[src/dsg_consts.svh]
// Purpose: offsets, field positions, reset values of the debug-shared gpio port
// Assumes: 32-bit register bus, word offsets as printed
// Notes:   included by the port module; verification repeats the offsets and masks as literals
//
// Behaviour
// - eight pins, each with its own output enable and input enable, so any mix of directions.
// - after reset pin 0 is the debug mode/data pin with input, output and pull-up on.
// - after reset pin 1 is the debug clock pin with input and pull-down on.
// - after reset pins 2 to 7 are plain port pins with input, output and pull-up off.
// - while pin 0 is the debug data pin its driver stays on in stop mode regardless of drive enable.
// - the data register holds bits 7-0, resets to zero, upper bits read zero.
// - the output-control register holds one enable per pin, only bit 0 resets to one.
// - function bits 6..0 route trace data, trace clock, debug clock and debug data; 0 is port.
// - the pull-up register has bits 7-2 and 0, bit 1 reads zero, only bit 0 resets to one.
// - the pull-down register has only bit 1, resetting to one, all else reads zero.
// - registers decode at 0x00, 0x04, 0x08, 0x2c, 0x30 and 0x38.
// - the input-control register has one enable per pin, bits 1 and 0 reset to one.
// - in stop mode with drive enable low, ordinary pins have input and output off.
`ifndef DSG_CONSTS_SVH
`define DSG_CONSTS_SVH

`define DSG_OFS_DATA    8'h00
`define DSG_OFS_OUTEN   8'h04
`define DSG_OFS_FUNC    8'h08
`define DSG_OFS_PULLUP  8'h2c
`define DSG_OFS_PULLDN  8'h30
`define DSG_OFS_INEN    8'h38

`define DSG_MASK_DATA   8'hff
`define DSG_MASK_OUTEN  8'hff
`define DSG_MASK_FUNC   8'h7f
`define DSG_MASK_PULLUP 8'hfd
`define DSG_MASK_PULLDN 8'h02
`define DSG_MASK_INEN   8'hff

`define DSG_RST_DATA    8'h00
`define DSG_RST_OUTEN   8'h01
`define DSG_RST_FUNC    8'h03
`define DSG_RST_PULLUP  8'h01
`define DSG_RST_PULLDN  8'h02
`define DSG_RST_INEN    8'h03

`define DSG_BIT_DBG_DATA 0
`define DSG_BIT_DBG_CLK  1
`define DSG_BIT_TRC_CLK  2
`define DSG_BIT_TRC_D0   3

`endif

[src/dsg_pkg.sv]
// Purpose: types of the debug-shared gpio port
// Assumes: nothing
// Notes:   constants live in dsg_consts.svh
package dsg_pkg;
  typedef logic [7:0]  dsg_byte_t;
  typedef logic [31:0] dsg_word_t;
endpackage

[src/dsg_port.sv]
// Purpose: eight-pin gpio port shared with the debug interface and trace output
// Assumes: one clock, synchronous active-low reset, plain register port
// Notes:   pad pull controls are levels to the pad ring; pin inputs are synchronised
`timescale 1ns/10ps
`include "dsg_consts.svh"

module dsg_port
  import dsg_pkg::*;
#(
  parameter int ADDR_W = 8
) (
  input  wire logic              clk,
  input  wire logic              rst_n,
  input  wire logic [ADDR_W-1:0] reg_addr,
  input  wire logic [31:0]       reg_wdata,
  input  wire logic              reg_wr,
  input  wire logic              reg_rd,
  output logic      [31:0]       reg_rdata,
  input  wire logic              stop_mode,
  input  wire logic              standby_drive_enable,
  input  wire logic [7:0]        pin_in,
  output logic      [7:0]        pin_out,
  output logic      [7:0]        pin_oe,
  output logic      [7:0]        pin_ie,
  output logic      [7:0]        pin_pullup,
  output logic      [7:0]        pin_pulldown,
  input  wire logic              dbg_data_out,
  input  wire logic              dbg_data_oe,
  output logic                   dbg_data_in,
  output logic                   dbg_clk_in,
  input  wire logic              trace_clk,
  input  wire logic [3:0]        trace_data
);

  // refused at elaboration: a narrower address could never reach the input-control register
  if (ADDR_W < 6) begin : g_addr_w_check
    $error("dsg_port: ADDR_W must reach offset 0x38");
  end

  ////////////////////////////////////////////////////////////////////////////
  // register file

  dsg_byte_t data_r;
  dsg_byte_t outen_r;
  dsg_byte_t func_r;
  dsg_byte_t pullup_r;
  dsg_byte_t pulldn_r;
  dsg_byte_t inen_r;
  dsg_byte_t wbyte;
  logic      sel_data;
  logic      sel_outen;
  logic      sel_func;
  logic      sel_pullup;
  logic      sel_pulldn;
  logic      sel_inen;

  assign wbyte      = reg_wdata[7:0];
  // upper address bits must be zero so aliases never hit
  assign sel_data   = (reg_addr == ADDR_W'(`DSG_OFS_DATA));
  assign sel_outen  = (reg_addr == ADDR_W'(`DSG_OFS_OUTEN));
  assign sel_func   = (reg_addr == ADDR_W'(`DSG_OFS_FUNC));
  assign sel_pullup = (reg_addr == ADDR_W'(`DSG_OFS_PULLUP));
  assign sel_pulldn = (reg_addr == ADDR_W'(`DSG_OFS_PULLDN));
  assign sel_inen   = (reg_addr == ADDR_W'(`DSG_OFS_INEN));

  always_ff @(posedge clk) begin
    if (!rst_n) begin
      data_r <= `DSG_RST_DATA;
    end else if (reg_wr && sel_data) begin
      data_r <= wbyte & `DSG_MASK_DATA;
    end
  end

  always_ff @(posedge clk) begin
    if (!rst_n) begin
      outen_r <= `DSG_RST_OUTEN;
    end else if (reg_wr && sel_outen) begin
      outen_r <= wbyte & `DSG_MASK_OUTEN;
    end
  end

  always_ff @(posedge clk) begin
    if (!rst_n) begin
      func_r <= `DSG_RST_FUNC;
    end else if (reg_wr && sel_func) begin
      func_r <= wbyte & `DSG_MASK_FUNC;
    end
  end

  always_ff @(posedge clk) begin
    if (!rst_n) begin
      pullup_r <= `DSG_RST_PULLUP;
    end else if (reg_wr && sel_pullup) begin
      pullup_r <= wbyte & `DSG_MASK_PULLUP;
    end
  end

  always_ff @(posedge clk) begin
    if (!rst_n) begin
      pulldn_r <= `DSG_RST_PULLDN;
    end else if (reg_wr && sel_pulldn) begin
      pulldn_r <= wbyte & `DSG_MASK_PULLDN;
    end
  end

  always_ff @(posedge clk) begin
    if (!rst_n) begin
      inen_r <= `DSG_RST_INEN;
    end else if (reg_wr && sel_inen) begin
      inen_r <= wbyte & `DSG_MASK_INEN;
    end
  end

  ////////////////////////////////////////////////////////////////////////////
  // read port: data one cycle after the strobe, zero otherwise

  dsg_byte_t rd_nxt;

  always_comb begin
    rd_nxt = 8'h00;
    unique case (1'b1)
      sel_data:   rd_nxt = data_r;
      sel_outen:  rd_nxt = outen_r;
      sel_func:   rd_nxt = func_r;
      sel_pullup: rd_nxt = pullup_r;
      sel_pulldn: rd_nxt = pulldn_r;
      sel_inen:   rd_nxt = inen_r;
      default:    rd_nxt = 8'h00;
    endcase
  end

  always_ff @(posedge clk) begin
    if (!rst_n) begin
      reg_rdata <= 32'h0000_0000;
    end else if (reg_rd) begin
      reg_rdata <= {24'h00_0000, rd_nxt};
    end else begin
      reg_rdata <= 32'h0000_0000;
    end
  end

  ////////////////////////////////////////////////////////////////////////////
  // pin input synchroniser; stage one is read only by stage two

  dsg_byte_t pin_meta_r;
  dsg_byte_t pin_sync_r;

  always_ff @(posedge clk) begin
    if (!rst_n) begin
      pin_meta_r <= 8'h00;
      pin_sync_r <= 8'h00;
    end else begin
      pin_meta_r <= pin_in;
      pin_sync_r <= pin_meta_r;
    end
  end

  ////////////////////////////////////////////////////////////////////////////
  // pad control

  logic      stop_gate;
  dsg_byte_t func_out;
  dsg_byte_t out_data;

  // gating applies only while stopped with drive enable low
  assign stop_gate = stop_mode && !standby_drive_enable;

  always_comb begin
    out_data = data_r;
    func_out = outen_r;
    // debug data pin: direction follows the debug logic, qualified by the enable bit
    if (func_r[`DSG_BIT_DBG_DATA]) begin
      out_data[0] = dbg_data_out;
      func_out[0] = outen_r[0] && dbg_data_oe;
    end
    if (func_r[`DSG_BIT_TRC_CLK]) begin
      out_data[2] = trace_clk;
    end
    for (int i = 0; i < 4; i++) begin
      if (func_r[`DSG_BIT_TRC_D0 + i]) begin
        out_data[3 + i] = trace_data[i];
      end
    end
  end

  always_comb begin
    pin_oe = stop_gate ? 8'h00 : func_out;
    pin_ie = stop_gate ? 8'h00 : inen_r;
    // the debug data pin keeps driving through stop so a debugger survives it
    if (func_r[`DSG_BIT_DBG_DATA]) begin
      pin_oe[0] = func_out[0];
    end
  end

  // the debug clock function has no stop exception: pin_ie[1] is blanked in stop like the rest
  assign pin_out      = out_data;
  assign pin_pullup   = pullup_r;
  assign pin_pulldown = pulldn_r;
  assign dbg_data_in  = func_r[`DSG_BIT_DBG_DATA] && inen_r[0] && pin_sync_r[0];
  assign dbg_clk_in   = func_r[`DSG_BIT_DBG_CLK] && inen_r[1] && pin_sync_r[1];

endmodule

[config.mk]
export PLATFORM = sky130hd
export DESIGN_NAME = dsg_port
export DESIGN_NICKNAME = d
export VERILOG_FILES = /design/src/dsg_pkg.sv /design/src/dsg_port.sv
export VERILOG_INCLUDE_DIRS = /design/src
export SDC_FILE = /design/constraint.sdc
export NUM_CORES = 1
export LEC_CHECK = 0
export ABC_AREA = 0
export BUFFER_PORTS_ARGS = -buffer_cell sky130_fd_sc_hd__buf_4
export CORE_MARGIN = 4
export CORE_UTILIZATION = 45
export DETAILED_ROUTE_END_ITERATION = 7
export PLACE_DENSITY = 0.78
export SLEW_MARGIN = 20
export SYNTH_ARGS = -nofsm -noshare
export SYNTH_HDL_FRONTEND = slang
export SYNTH_SLANG_ARGS = --single-unit
[constraint.sdc]
create_clock -name clk -period 1.9 [get_ports clk]
set_input_delay 0.19 -clock clk [delete_from_list [all_inputs] [get_ports clk]]
set_output_delay 0.19 -clock clk [all_outputs]
set_load 0.005 [all_outputs]
Yosys cells after proc, flatten, opt, wreduce, memory -nomap -nowiden
Cells that the tools add are included.
{"block": "totals", "ff_bits": 75, "inputBits": 61}
{"block": "classes", "n_mux": 11, "eq_ne": 5, "reduce_logical": 15}
{"cell": "$pmux W8 S6", "count": 1}
{"cell": "$eq A8 B6 Y1 const B", "count": 3}
{"cell": "$mux W8", "count": 2}
{"cell": "$logic_and A1 B1 Y1", "count": 12}
{"cell": "$eq A8 B3 Y1 const B", "count": 1}
{"cell": "$eq A8 B4 Y1 const B", "count": 1}
{"cell": "$logic_not A8 Y1", "count": 1}
{"cell": "$mux W1", "count": 8}
{"cell": "$reduce_and A2 Y1", "count": 1}
{"cell": "$logic_not A1 Y1", "count": 1}

Longest topological paths before layout
Gate-level depths: netlist of the first run.
{"block": "logic_depth", "depth_word": 4, "mapped_depth": 6, "mapped_depth_nobuf": 4}

Worst setup path after synthesis of the first run
OpenSTA, ideal clock, no wires.
{"block": "synth_path", "path_kind": "input to register", "from": "input reg_addr[4]", "to": "register data_r[0]", "setup_time_ps": 123, "path_slack_ps": 483, "stages": 5, "arrival_time_ps": 1294, "path_cell_list": "nor4_2 buf_2 nand3_1 nand2_1 a21boi_0"}
{"block": "synth_via", "elab_chain_len": 2}
{"element": "from (decl)", "line": "dsg_port.sv:14", "rtl": "input wire logic [ADDR_W-1:0] reg_addr,"}
{"element": "$logic_not A8 Y1", "line": "dsg_port.sv:59", "rtl": "assign sel_data = (reg_addr == ADDR_W'(`DSG_OFS_DATA));"}
{"element": "$logic_and A1 B1 Y1", "line": "dsg_port.sv:69", "rtl": "end else if (reg_wr && sel_data) begin"}
{"element": "to (signal assigned)", "line": "dsg_port.sv:68", "rtl": "data_r <= `DSG_RST_DATA;"}
{"element": "to (signal assigned)", "line": "dsg_port.sv:70", "rtl": "data_r <= wbyte & `DSG_MASK_DATA;"}
{"element": "to (decl)", "line": "dsg_port.sv:43", "rtl": "dsg_byte_t data_r;"}
Every way passes these cells.
A chain may end at the register's enable or synchronous reset.

Worst setup path after layout of the first run
{"block": "layout_path", "from": "register func_r[0]", "to": "output pin_out[0]"}
{"block": "layout_via", "elab_chain_len": 1}
{"element": "from (decl)", "line": "dsg_port.sv:45", "rtl": "dsg_byte_t func_r;"}
{"element": "from (signal assigned)", "line": "dsg_port.sv:84", "rtl": "func_r <= `DSG_RST_FUNC;"}
{"element": "from (signal assigned)", "line": "dsg_port.sv:86", "rtl": "func_r <= wbyte & `DSG_MASK_FUNC;"}
{"element": "$mux W1", "line": "dsg_port.sv:172", "rtl": "if (func_r[`DSG_BIT_DBG_DATA]) begin"}
{"element": "to (decl)", "line": "dsg_port.sv:22", "rtl": "output logic [7:0] pin_out,"}
Every way passes these cells.

==> reports/metrics.yaml, run 1 <==
outcome:
  status: "complete, no violations"
floorplanning:
  die_height_um: 83.9
  io-pin-count: 135
  placementRows: 27
  core_area_um2: 5540
  dieArea_um2: 7040
  fp.dieW_um: 83.9
  initial_utilization: 0.468
power_and_ir_drop:
  p_clk_frac: 0.370
  p_sw_mw: 0.438
  power.total_mw: 1.98
  power-per-cell-area_nw_per_um2: 615
  p_comb_frac: 0.086
  ir_worst_vdd_mv: 0.435
  swShare: 0.221
  p_int_mw: 1.54
  p_leak_nw: 1.50
  pwr-share-seq: 0.543
detailed_routing:
  final_antenna_net_count: 0
  vias: 2166
  via_per_inst: 5.11
  post_drt_wl_per_cell_um: 15.4
  drc_errors: 0
  dr.pass1.iters: 5
  drtIter0Drc: 186
  routed_wl_mm: 6.52
yosys:
  synth_edf_count: 0
  yosysUniqueCellTypes: 31
  synthFlopType: "dfxtp_1"
  seq_area_frac_synth: 0.394
  yosysMostFrequentCell: "dfxtp_1"
  netlist_area_um2: 2590
  synthTopCellsByCount: "dfxtp_1 (51), buf_4 (35), nand2_1 (35)"
  async_reset_ff_frac: 0
  synth_area_per_cell_um2: 9.32
  synth-seq-cells: 51
  synth_top_area_frac: 0.394
  ys_warn_count: 0
  yosys.area.top_type: "dfxtp_1"
  synth_area_leaders: "dfxtp_1 (39%), buf_4 (10%), mux2i_1 (8.9%), nand2_1 (5.1%), and2_1 (4.8%)"
  synthCells: 278
place:
  dpl_cell_area_um2: 3110
  dpl.hpwl_mm: 4.77
  port_buffers: 72
  gp_congestion: 0.800
clocking:
  ctsHoldBuffers: 0
  clk_pin_slew_ns: 0.08
  htree_levels: 2
  cts_root_buf: "clkbuf_8"
  post_cts.repair.setup_buffers: 0
  cts_sinks: 51
  insertion_delay_ns: 0.30
  cts_buffer_depth: 2
  cts_tree: "built"
  cts_buffers: 5
  cts.repair.resized: 0
critical_path:
  cp-startpoint: "func_r[0]$_SDFFE_PN1P_"
  cp_max_fo: 6
  r2r-start: "data_r[7]$_SDFFE_PN0P_"
  cp-end-kind: "primary output"
  critical_path_class: "flip-flop to primary output"
  crit_required_ns: 1.71
  start_kind: "flip-flop"
  timing.rr.end: "reg_rdata[7]$_SDFF_PN0_"
  r2r_setup_slack_ns: 0.87
  worst-endpoint-arrival_ns: 1.23
  ff2ff_path_depth: 3
  endpoint: "pin_out[0]"
sta:
  fin_tns_setup_ns: 0
  setup_violations: 0
  tightest_slew_ns: 0.580
  fin_skew_ns: 0.00490
  fin_crit_sh: 0.748
  finalHoldWorstSlack_ns: 0.0919
  finalHoldViolations: 0
  slew_headroom: 0.613
  rsz0062_at_grt: "no"
  period_needed_ns: 1.42
  slew_viol_final: 0
  timing.fmax_ghz: 0.704
layout:
  fin_nets: 413
  drive_above_1_share: 0.295
  area_growth_pct: 24.1
  fillers: 495
  antenna_cells: 0
  final_cell_area_um2: 3220
hold_path:
  hold_path_class: "primary input to flip-flop"
grt:
  grt_pass1_wl_mm: 10.7
  grt_remaining_overflow: 0
  grt_use_total: 0.186
  antenna_found_initial: 0
  grt_max_degree: 44
  grt_pass1_vias: 2138
job:
  maxCapViolations: 0
## per-layer routing
layer	vias up	part of all wire	global-route usage
li1	1049	-	-
met1	1005	0.41	0.239
met2	104	0.50	0.314
met3	8	0.086	0.0444
met4	0	0.0097	0.0468
met5	-	0	0
## how the worst min path moves through the flow
| stage | start | endpoint | cells past startpoint |
|---|---|---|---|
| floorplan | reg_wdata[0] | func_r[0]$_SDFFE_PN1P_ | 2 |
| global placement | pin_in[0] | pin_meta_r[0]$_SDFF_PN0_ | 2 |
| detailed placement | pin_in[0] | pin_meta_r[0]$_SDFF_PN0_ | 2 |
| CTS | pin_in[0] | pin_meta_r[0]$_SDFF_PN0_ | 2 |
| global route | pin_in[0] | pin_meta_r[0]$_SDFF_PN0_ | 2 |
| finish | pin_in[0] | pin_meta_r[0]$_SDFF_PN0_ | 2 |
## registers in the layout, summed over array words and instances, names as in the netlist
name	count
outen_r	8
pin_pulldown	1
inen_r	8
func_r	7
pin_meta_r	2
pin_sync_r	2
pin_pullup	7
data_r	8
reg_rdata	8
## metrics by stage
step / util / std cells / worst slack (ns)
after detailed placement: 0.561 / 417 / 0.253
after floorplan: - / 309 / 0.483
final: 0.580 / 424 / 0.480
after CTS: 0.580 / 424 / 0.463
after global routing: 0.580 / 424 / 0.435
after global placement: 0.561 / 417 / 0.290
## worst max-delay path: stages, from the launching register on
cell	delay, ns
dfxtp_1	0.44
mux2_2	0.36
buf_4	0.13
## cell usage in the layout (no fill, tap or decap)
| cell type | instances |
|---|---|
| a21boi_0 | 8 |
| a21boi_1 | 6 |
| a21oi_1 | 8 |
| a222oi_1 | 7 |
| a22o_1 | 9 |
| a22oi_1 | 1 |
| and2_0 | 2 |
| and2_1 | 20 |
| and3_1 | 3 |
| and4b_1 | 1 |
| and4bb_2 | 1 |
| buf_4 | 83 |
| bufinv_16 | 1 |
| clkbuf_8 | 5 |
| clkinvlp_4 | 1 |
| conb_1 | 32 |
| dfxtp_1 | 51 |
| mux2_2 | 6 |
| mux2i_1 | 23 |
| nand2_1 | 35 |
| nand2b_1 | 2 |
| nand3_1 | 16 |
| nand3_2 | 2 |
| nor2_1 | 2 |
| nor2b_1 | 18 |
| nor4_1 | 1 |
| nor4_2 | 2 |
| nor4b_4 | 2 |
| o2111ai_1 | 1 |
| o211a_1 | 1 |
| or2_2 | 1 |
| xor2_1 | 1 |
## power by group through the flow
stage,sequential (mW),clock (mW),combinational (mW)
6_report,1.07,0.732,0.171
5_1_grt,1.08,0.783,0.187
4_1_cts,1.07,0.742,0.170
3_5_place_dp,1.10,0,0.169
3_3_place_gp,1.10,0,0.167
2_1_floorplan,1.10,0,0.120
## final cells by class
type / count / area [um2] / share of cell area
repair buffers: 83 / 623 / 0.194
clock buffers: 5 / 68.8 / 0.0214
well taps: 72 / 90.1 / 0.0280
flip-flops and latches: 51 / 1020 / 0.318
multi-input cells: 211 / 1380 / 0.428
clock inverters: 2 / 37.5 / 0.0117
## kinds of logic (layout without fill, tap and decap cells)
group	count (synthesis)	after routing	synth area share
flip-flops	51	51	0.394
AO/OA/AOI/OAI	41	41	0.124
AND/OR/NAND/NOR	108	108	0.242
XOR/XNOR	1	1	0.00338
other	1	32	0.00145
buffers and inverters	47	90	0.120
multiplexers	29	29	0.115
Power figures use the tool's default switching activity.
==> run 2: changes to the inputs <==
==> constraint.sdc (replaced) <==
create_clock -name clk -period 1.42 [get_ports clk]
set_input_delay 0.142 -clock clk [delete_from_list [all_inputs] [get_ports clk]]
set_output_delay 0.142 -clock clk [all_outputs]
set_load 0.005 [all_outputs]
==> reports/metrics.yaml, run 2 (synthesis results as in run 1) <==
outcome:
  status: "complete, no violations"
sta:
  rsz0062_at_grt: "no"
  slew_viol_final: 0  # unchanged
  timing.fmax_ghz: 0.754
  setup_violations: 0  # unchanged
  fin_tns_setup_ns: 0  # unchanged
  fin_crit_sh: 0.934
  fin_skew_ns: 0.00192  # -0.00297 ns
  finalHoldViolations: 0  # unchanged
  finalHoldWorstSlack_ns: 0.0363  # -0.0556 ns
  period_needed_ns: 1.33
critical_path:
  crit_required_ns: 1.28  # -0.43 ns
  cp-end-kind: "primary output"
  slowest_delay_ns: 0.40  # -0.04 ns
  critical_path_class: "flip-flop to primary output"
  worst-endpoint-arrival_ns: 1.18  # -0.05 ns
  cp_max_fo: 3  # -3
  path_delay_family: "flip-flops"
  worst_path_max_delay_cell: "dfxtp_1"
  cp_num_buf_inv: 1  # unchanged
  cp_cell_sequence: "mux2_2, buf_4"
  start_kind: "flip-flop"
hold_path:
  hold_path_class: "primary input to flip-flop"
place:
  port_buffers: 72  # unchanged
  gp_congestion: 0.850  # +6.3%
  dpl.hpwl_mm: 4.92  # +3.2%
  placedCellCount: 431  # +3.4%
layout:
  most-common-layout-cells: "buf_4 (96), dfxtp_1 (50), nand2_1 (35), conb_1 (32), mux2i_1 (23)"
  area_growth_pct: 28.0
  final_cells: 439  # +3.5%
  fillers: 496  # +0.20%
  antenna_cells: 0  # unchanged
  mostFrequentLayoutCell: "buf_4"
  drive_above_1_share: 0.327  # +0.0315
  fin_nets: 427  # +3.4%
power_and_ir_drop:
  p_sw_mw: 0.613  # +40%
  power-per-cell-area_nw_per_um2: 757  # +23%
  pwr-share-seq: 0.573  # +0.030
  p_clk_frac: 0.331  # -0.039
  p_leak_nw: 1.56  # +4.1%
  ir_worst_vdd_mv: 0.379  # -13%
  swShare: 0.244  # +0.0227
  p_int_mw: 1.90  # +23%
  p_comb_frac: 0.096  # +0.010
grt:
  grt_pass1_wl_mm: 10.6  # -0.78%
  grt_pass1_vias: 2270  # +6.2%
  grt_use_total: 0.186  # -0.000320
  grt_remaining_overflow: 0  # unchanged
  antenna_found_initial: 0  # unchanged
  grt_max_degree: 26  # -41%
floorplanning:
  fp.dieW_um: 83.9  # unchanged
  placementRows: 27  # unchanged
  die_height_um: 83.9  # unchanged
  initial_utilization: 0.468  # unchanged
  core_area_um2: 5540  # unchanged
  dieArea_um2: 7040  # unchanged
  io-pin-count: 135  # unchanged
detailed_routing:
  drtIter0Drc: 160  # -14%
  vias: 2212  # +2.1%
  drc_errors: 0  # unchanged
  routed_wl_mm: 6.61  # +1.5%
  via_per_inst: 5.04  # -1.4%
  post_drt_wl_per_cell_um: 15.1  # -2.0%
  dr.pass1.iters: 7  # +2
  final_antenna_net_count: 0  # unchanged
clocking:
  htree_levels: 2  # unchanged
  clk_pin_slew_ns: 0.09  # about the same
  cts_sinks: 51  # unchanged
  cts_buffer_depth: 2  # unchanged
  insertion_delay_ns: 0.30  # about the same
  post_cts.repair.setup_buffers: 0  # unchanged
  cts_buffers: 5  # unchanged
  cts_tree: "built"
  cts_root_buf: "clkbuf_8"
job:
  maxCapViolations: 0  # unchanged
==> run 2: worst register-to-register path: cells and delay by family (launching register included) <==
family | cells | cell delay (ns)
flops | 1 | 0.35
simple gates | 1 | 0.07
compound gates | 2 | 0.51
==> run 2: path summary, 6_finish.rpt <==
kind / endpoint / slack, ns / start / cells past startpoint
worst max-delay path: pin_out[3] / 0.09 / func_r[3]$_SDFFE_PN0P_ / 2
worst min-delay path: pin_meta_r[0]$_SDFF_PN0_ / 0.04 / pin_in[0] / 2
worst max register to register: reg_rdata[7]$_SDFF_PN0_ / 0.39 / data_r[7]$_SDFFE_PN0P_ / 3
worst min register to register: pin_sync_r[0]$_SDFF_PN0_ / 0.44 / pin_meta_r[0]$_SDFF_PN0_ / 1
==> run 2: cell type report <==
| cell class | instances | area [um2] | area share |
|---|---|---|---|
| multi-input combinational | 211 | 1380 | 0.415 |
| sequential | 51 | 1020 | 0.308 |
| timing repair buffer | 97 | 741 | 0.223 |
| tap | 72 | 90.1 | 0.0272 |
| clock buffer | 5 | 68.8 | 0.0207 |
| clock inverter | 3 | 20.0 | 0.00604 |
==> run 2: timing repair <==
action,CTS,global route
gates resized for setup,0,1
endpoints found under the setup margin,0,1
hold buffers,0,0
==> run 2: per-stage QoR <==
step	setup slack [ns]	util	area, um2	power, mW
floorplan	0.0515	-	2710	1.63
global placement	-0.187	0.582	3230	1.70
detailed placement	-0.184	0.582	3230	1.71
CTS	0.0223	0.598	3320	2.53
global route	0.0332	0.599	3320	2.62
finish	0.0941	0.599	3320	2.51
==> run 2: power by group through the flow <==
stage | Sequential [mW] | Combinational, mW | Clock, mW
after floorplan | 1.47 | 0.160 | 0
after global placement | 1.47 | 0.234 | 0
after detailed placement | 1.47 | 0.238 | 0
after CTS | 1.44 | 0.239 | 0.850
after global routing | 1.44 | 0.261 | 0.915
final | 1.44 | 0.241 | 0.832
==> run 2: routing by layer <==
metal  global-route usage  part of all wire  vias to the layer above
met5                    0                 0                        -
met4               0.0629             0.016                        0
met3               0.0612             0.091                       12
met2                0.315              0.48                       99
met1                0.221              0.42                     1024
li1                     -                 -                     1077
==> run 3: changes to the inputs <==
--- a/config.mk
+++ b/config.mk
@@ -6,12 +6,12 @@
 export SDC_FILE = /design/constraint.sdc
 export NUM_CORES = 1
 export LEC_CHECK = 0
-export ABC_AREA = 0
+export ABC_AREA = 1
 export BUFFER_PORTS_ARGS = -buffer_cell sky130_fd_sc_hd__buf_4
 export CORE_MARGIN = 4
-export CORE_UTILIZATION = 45
+export CORE_UTILIZATION = 46
 export DETAILED_ROUTE_END_ITERATION = 7
-export PLACE_DENSITY = 0.78
+export PLACE_DENSITY = 0.79
 export SLEW_MARGIN = 20
 export SYNTH_ARGS = -nofsm -noshare
 export SYNTH_HDL_FRONTEND = slang
==> reports/metrics.yaml, run 3 <==
yosys:
  async_reset_ff_frac: 0  # unchanged
  yosys.area.top_type: "dfxtp_1"
  yosysMostFrequentCell: "nand2_1"
  yosysUniqueCellTypes: 27  # -13%
  seq_area_frac_synth: 0.383  # -0.0115
  ys_warn_count: 0  # unchanged
  synth_edf_count: 0  # unchanged
  synthFlopType: "dfxtp_1"
  synthCells: 381  # +37%
  synth_area_per_cell_um2: 7.00  # -25%
  netlist_area_um2: 2670  # +3.0%
  synthTopCellsByCount: "nand2_1 (77), nor2_1 (54), dfxtp_1 (51)"
  synth-seq-cells: 51  # unchanged
  synth_area_leaders: "dfxtp_1 (38%), nand2_1 (11%), buf_4 (9.8%), nor2_1 (7.6%), inv_1 (5.6%)"
  synth_top_area_frac: 0.383  # -0.0115
grt:
  grt_remaining_overflow: 0  # unchanged
  grt_pass1_wl_mm: 11.0  # +4.1%
  grt_max_degree: 34  # +31%
  grt_use_total: 0.189  # +0.00253
  antenna_found_initial: 0  # unchanged
  grt_pass1_vias: 2364  # +4.1%
detailed_routing:
  post_drt_wl_per_cell_um: 12.8  # -15%
  final_antenna_net_count: 0  # unchanged
  drtIter0Drc: 218  # +36%
  vias: 2480  # +12%
  routed_wl_mm: 6.70  # +1.2%
  via_per_inst: 4.74  # -5.9%
  dr.pass1.iters: 4  # -3
  drc_errors: 0  # unchanged
critical_path:
  endpoint: "pin_oe[0]"
  timing.rr.end: "reg_rdata[4]$_SDFF_PN0_"
  crit_required_ns: 1.28  # about the same
  cp-end-kind: "primary output"
  cp-startpoint: "func_r[0]$_SDFFE_PN1P_"
  cp_max_fo: 4  # +1
  critical_path_class: "flip-flop to primary output"
  worst-endpoint-arrival_ns: 1.13  # -0.05 ns
  r2r_setup_slack_ns: 0.58  # +0.19 ns
  r2r-start: "pin_pullup[4]$_SDFFE_PN0P_"
  ff2ff_path_depth: 4  # +1
  start_kind: "flip-flop"
clocking:
  insertion_delay_ns: 0.30  # about the same
  cts_buffers: 5  # unchanged
  htree_levels: 2  # unchanged
  cts_root_buf: "clkbuf_8"
  cts_sinks: 51  # unchanged
  clk_pin_slew_ns: 0.09  # about the same
  cts_tree: "built"
  cts_buffer_depth: 2  # unchanged
sta:
  fin_tns_setup_ns: 0  # unchanged
  setup_violations: 0  # unchanged
  fin_crit_sh: 0.893  # -0.0405
  timing.fmax_ghz: 0.788  # +4.5%
  worst_slack_ns: 0.152  # +0.0575 ns
  slew_viol_final: 0  # unchanged
  period_needed_ns: 1.27  # -0.0575 ns
  finalHoldViolations: 0  # unchanged
  fin_skew_ns: 0.00683  # +0.00491 ns
  rsz0062_at_grt: "no"
layout:
  mostFrequentLayoutCell: "nand2_1"
  drive_above_1_share: 0.235  # -0.0919
  area_growth_pct: 20.8
  most-common-layout-cells: "nand2_1 (77), buf_4 (75), nor2_1 (54), dfxtp_1 (50), inv_1 (40)"
  fin_util: 0.578  # -0.0205
  final_cells: 523  # +19%
  fin_nets: 511  # +20%
  antenna_cells: 0  # unchanged
outcome:
  status: "complete, no violations"
floorplanning:
  fp.dieW_um: 84.2  # +0.34%
  placementRows: 27  # unchanged
  core_area_um2: 5570  # +0.61%
  io-pin-count: 135  # unchanged
  dieArea_um2: 7080  # +0.68%
  die_height_um: 84.2  # +0.34%
  initial_utilization: 0.479  # +0.0111
place:
  dp_worst_setup_slack_ns: 0.123  # +0.307 ns
  gp_congestion: 0.901  # +6.1%
  dpl.hpwl_mm: 5.17  # +5.0%
  port_buffers: 72  # unchanged
  placedCellCount: 515  # +19%
hold_path:
  min_from: "pin_in[1]"
  hold_path_class: "primary input to flip-flop"
power_and_ir_drop:
  ir_worst_vdd_mv: 0.519  # +37%
  p_leak_nw: 1.57  # +0.56%
  power-per-cell-area_nw_per_um2: 807  # +6.6%
job:
  maxCapViolations: 0  # unchanged
[run 3: how the worst min path moves through the flow]
| stage | to | cells after the start | slack [ns] |
|---|---|---|---|
| after global routing | pin_meta_r[1]$_SDFF_PN0_ | 3 | 0.03 |
| final | pin_meta_r[1]$_SDFF_PN0_ | 3 | 0.01 |
| after detailed placement | pin_meta_r[1]$_SDFF_PN0_ | 3 | 0.33 |
| after global placement | pin_meta_r[0]$_SDFF_PN0_ | 3 | 0.32 |
| after floorplan | pin_meta_r[0]$_SDFF_PN0_ | 2 | 0.24 |
| after CTS | pin_meta_r[1]$_SDFF_PN0_ | 3 | 0.01 |
[run 3: cell families after synthesis]
logic type,Yosys count,share of synthesized area
and+or+nand+nor,170,0.295
other,1,0.00141
DFF,51,0.383
AOI/OAI and AO/OA,71,0.137
buffers and inverters,88,0.184
[run 3: metal layers]
metal / part of all wire / track usage
met2: 0.48 / 0.320
met3: 0.074 / 0.0373
met1: 0.43 / 0.247
met4: 0.015 / 0.0439
met5: 0 / 0
[run 3: cell type report]
type / instances / area [um2]
fill: 533 / 2350
multi-input combinational: 273 / 1270
sequential: 51 / 1020
timing repair buffer: 75 / 563
inverter: 44 / 171
clock buffer: 7 / 96.3
tap: 72 / 90.1
clock inverter: 1 / 7.51
[run 3: report_power, final]
part	total [mW]	internal [mW]	switching [mW]
Combinational	0.250	0.0987	0.152
Sequential	1.44	1.44	0.00274
Clock	0.912	0.444	0.469
Total	2.60	1.98	0.623
[run 3: worst max-delay path, stage by stage, from the launching register on]
cell and delay (ns):
dfxtp_2 0.35, inv_1 0.11, o21ai_0 0.09, a21oi_1 0.15, buf_4 0.13
[run 3: timing repair]
item / 4_1_cts / 5_1_grt
setup buffers: 0 / 0
hold buffers: 0 / 0
gates resized for setup: 0 / 1
endpoints found under the setup margin: 0 / 1
[run 3: metrics by stage]
stage	power (mW)	instance area, um2	hold slack [ns]
detailed placement	1.72	3120	0.327
global route	2.70	3220	0.0319
global placement	1.71	3120	0.322
CTS	2.60	3220	0.0105
floorplan	1.66	2790	0.240
finish	2.60	3220	0.0137
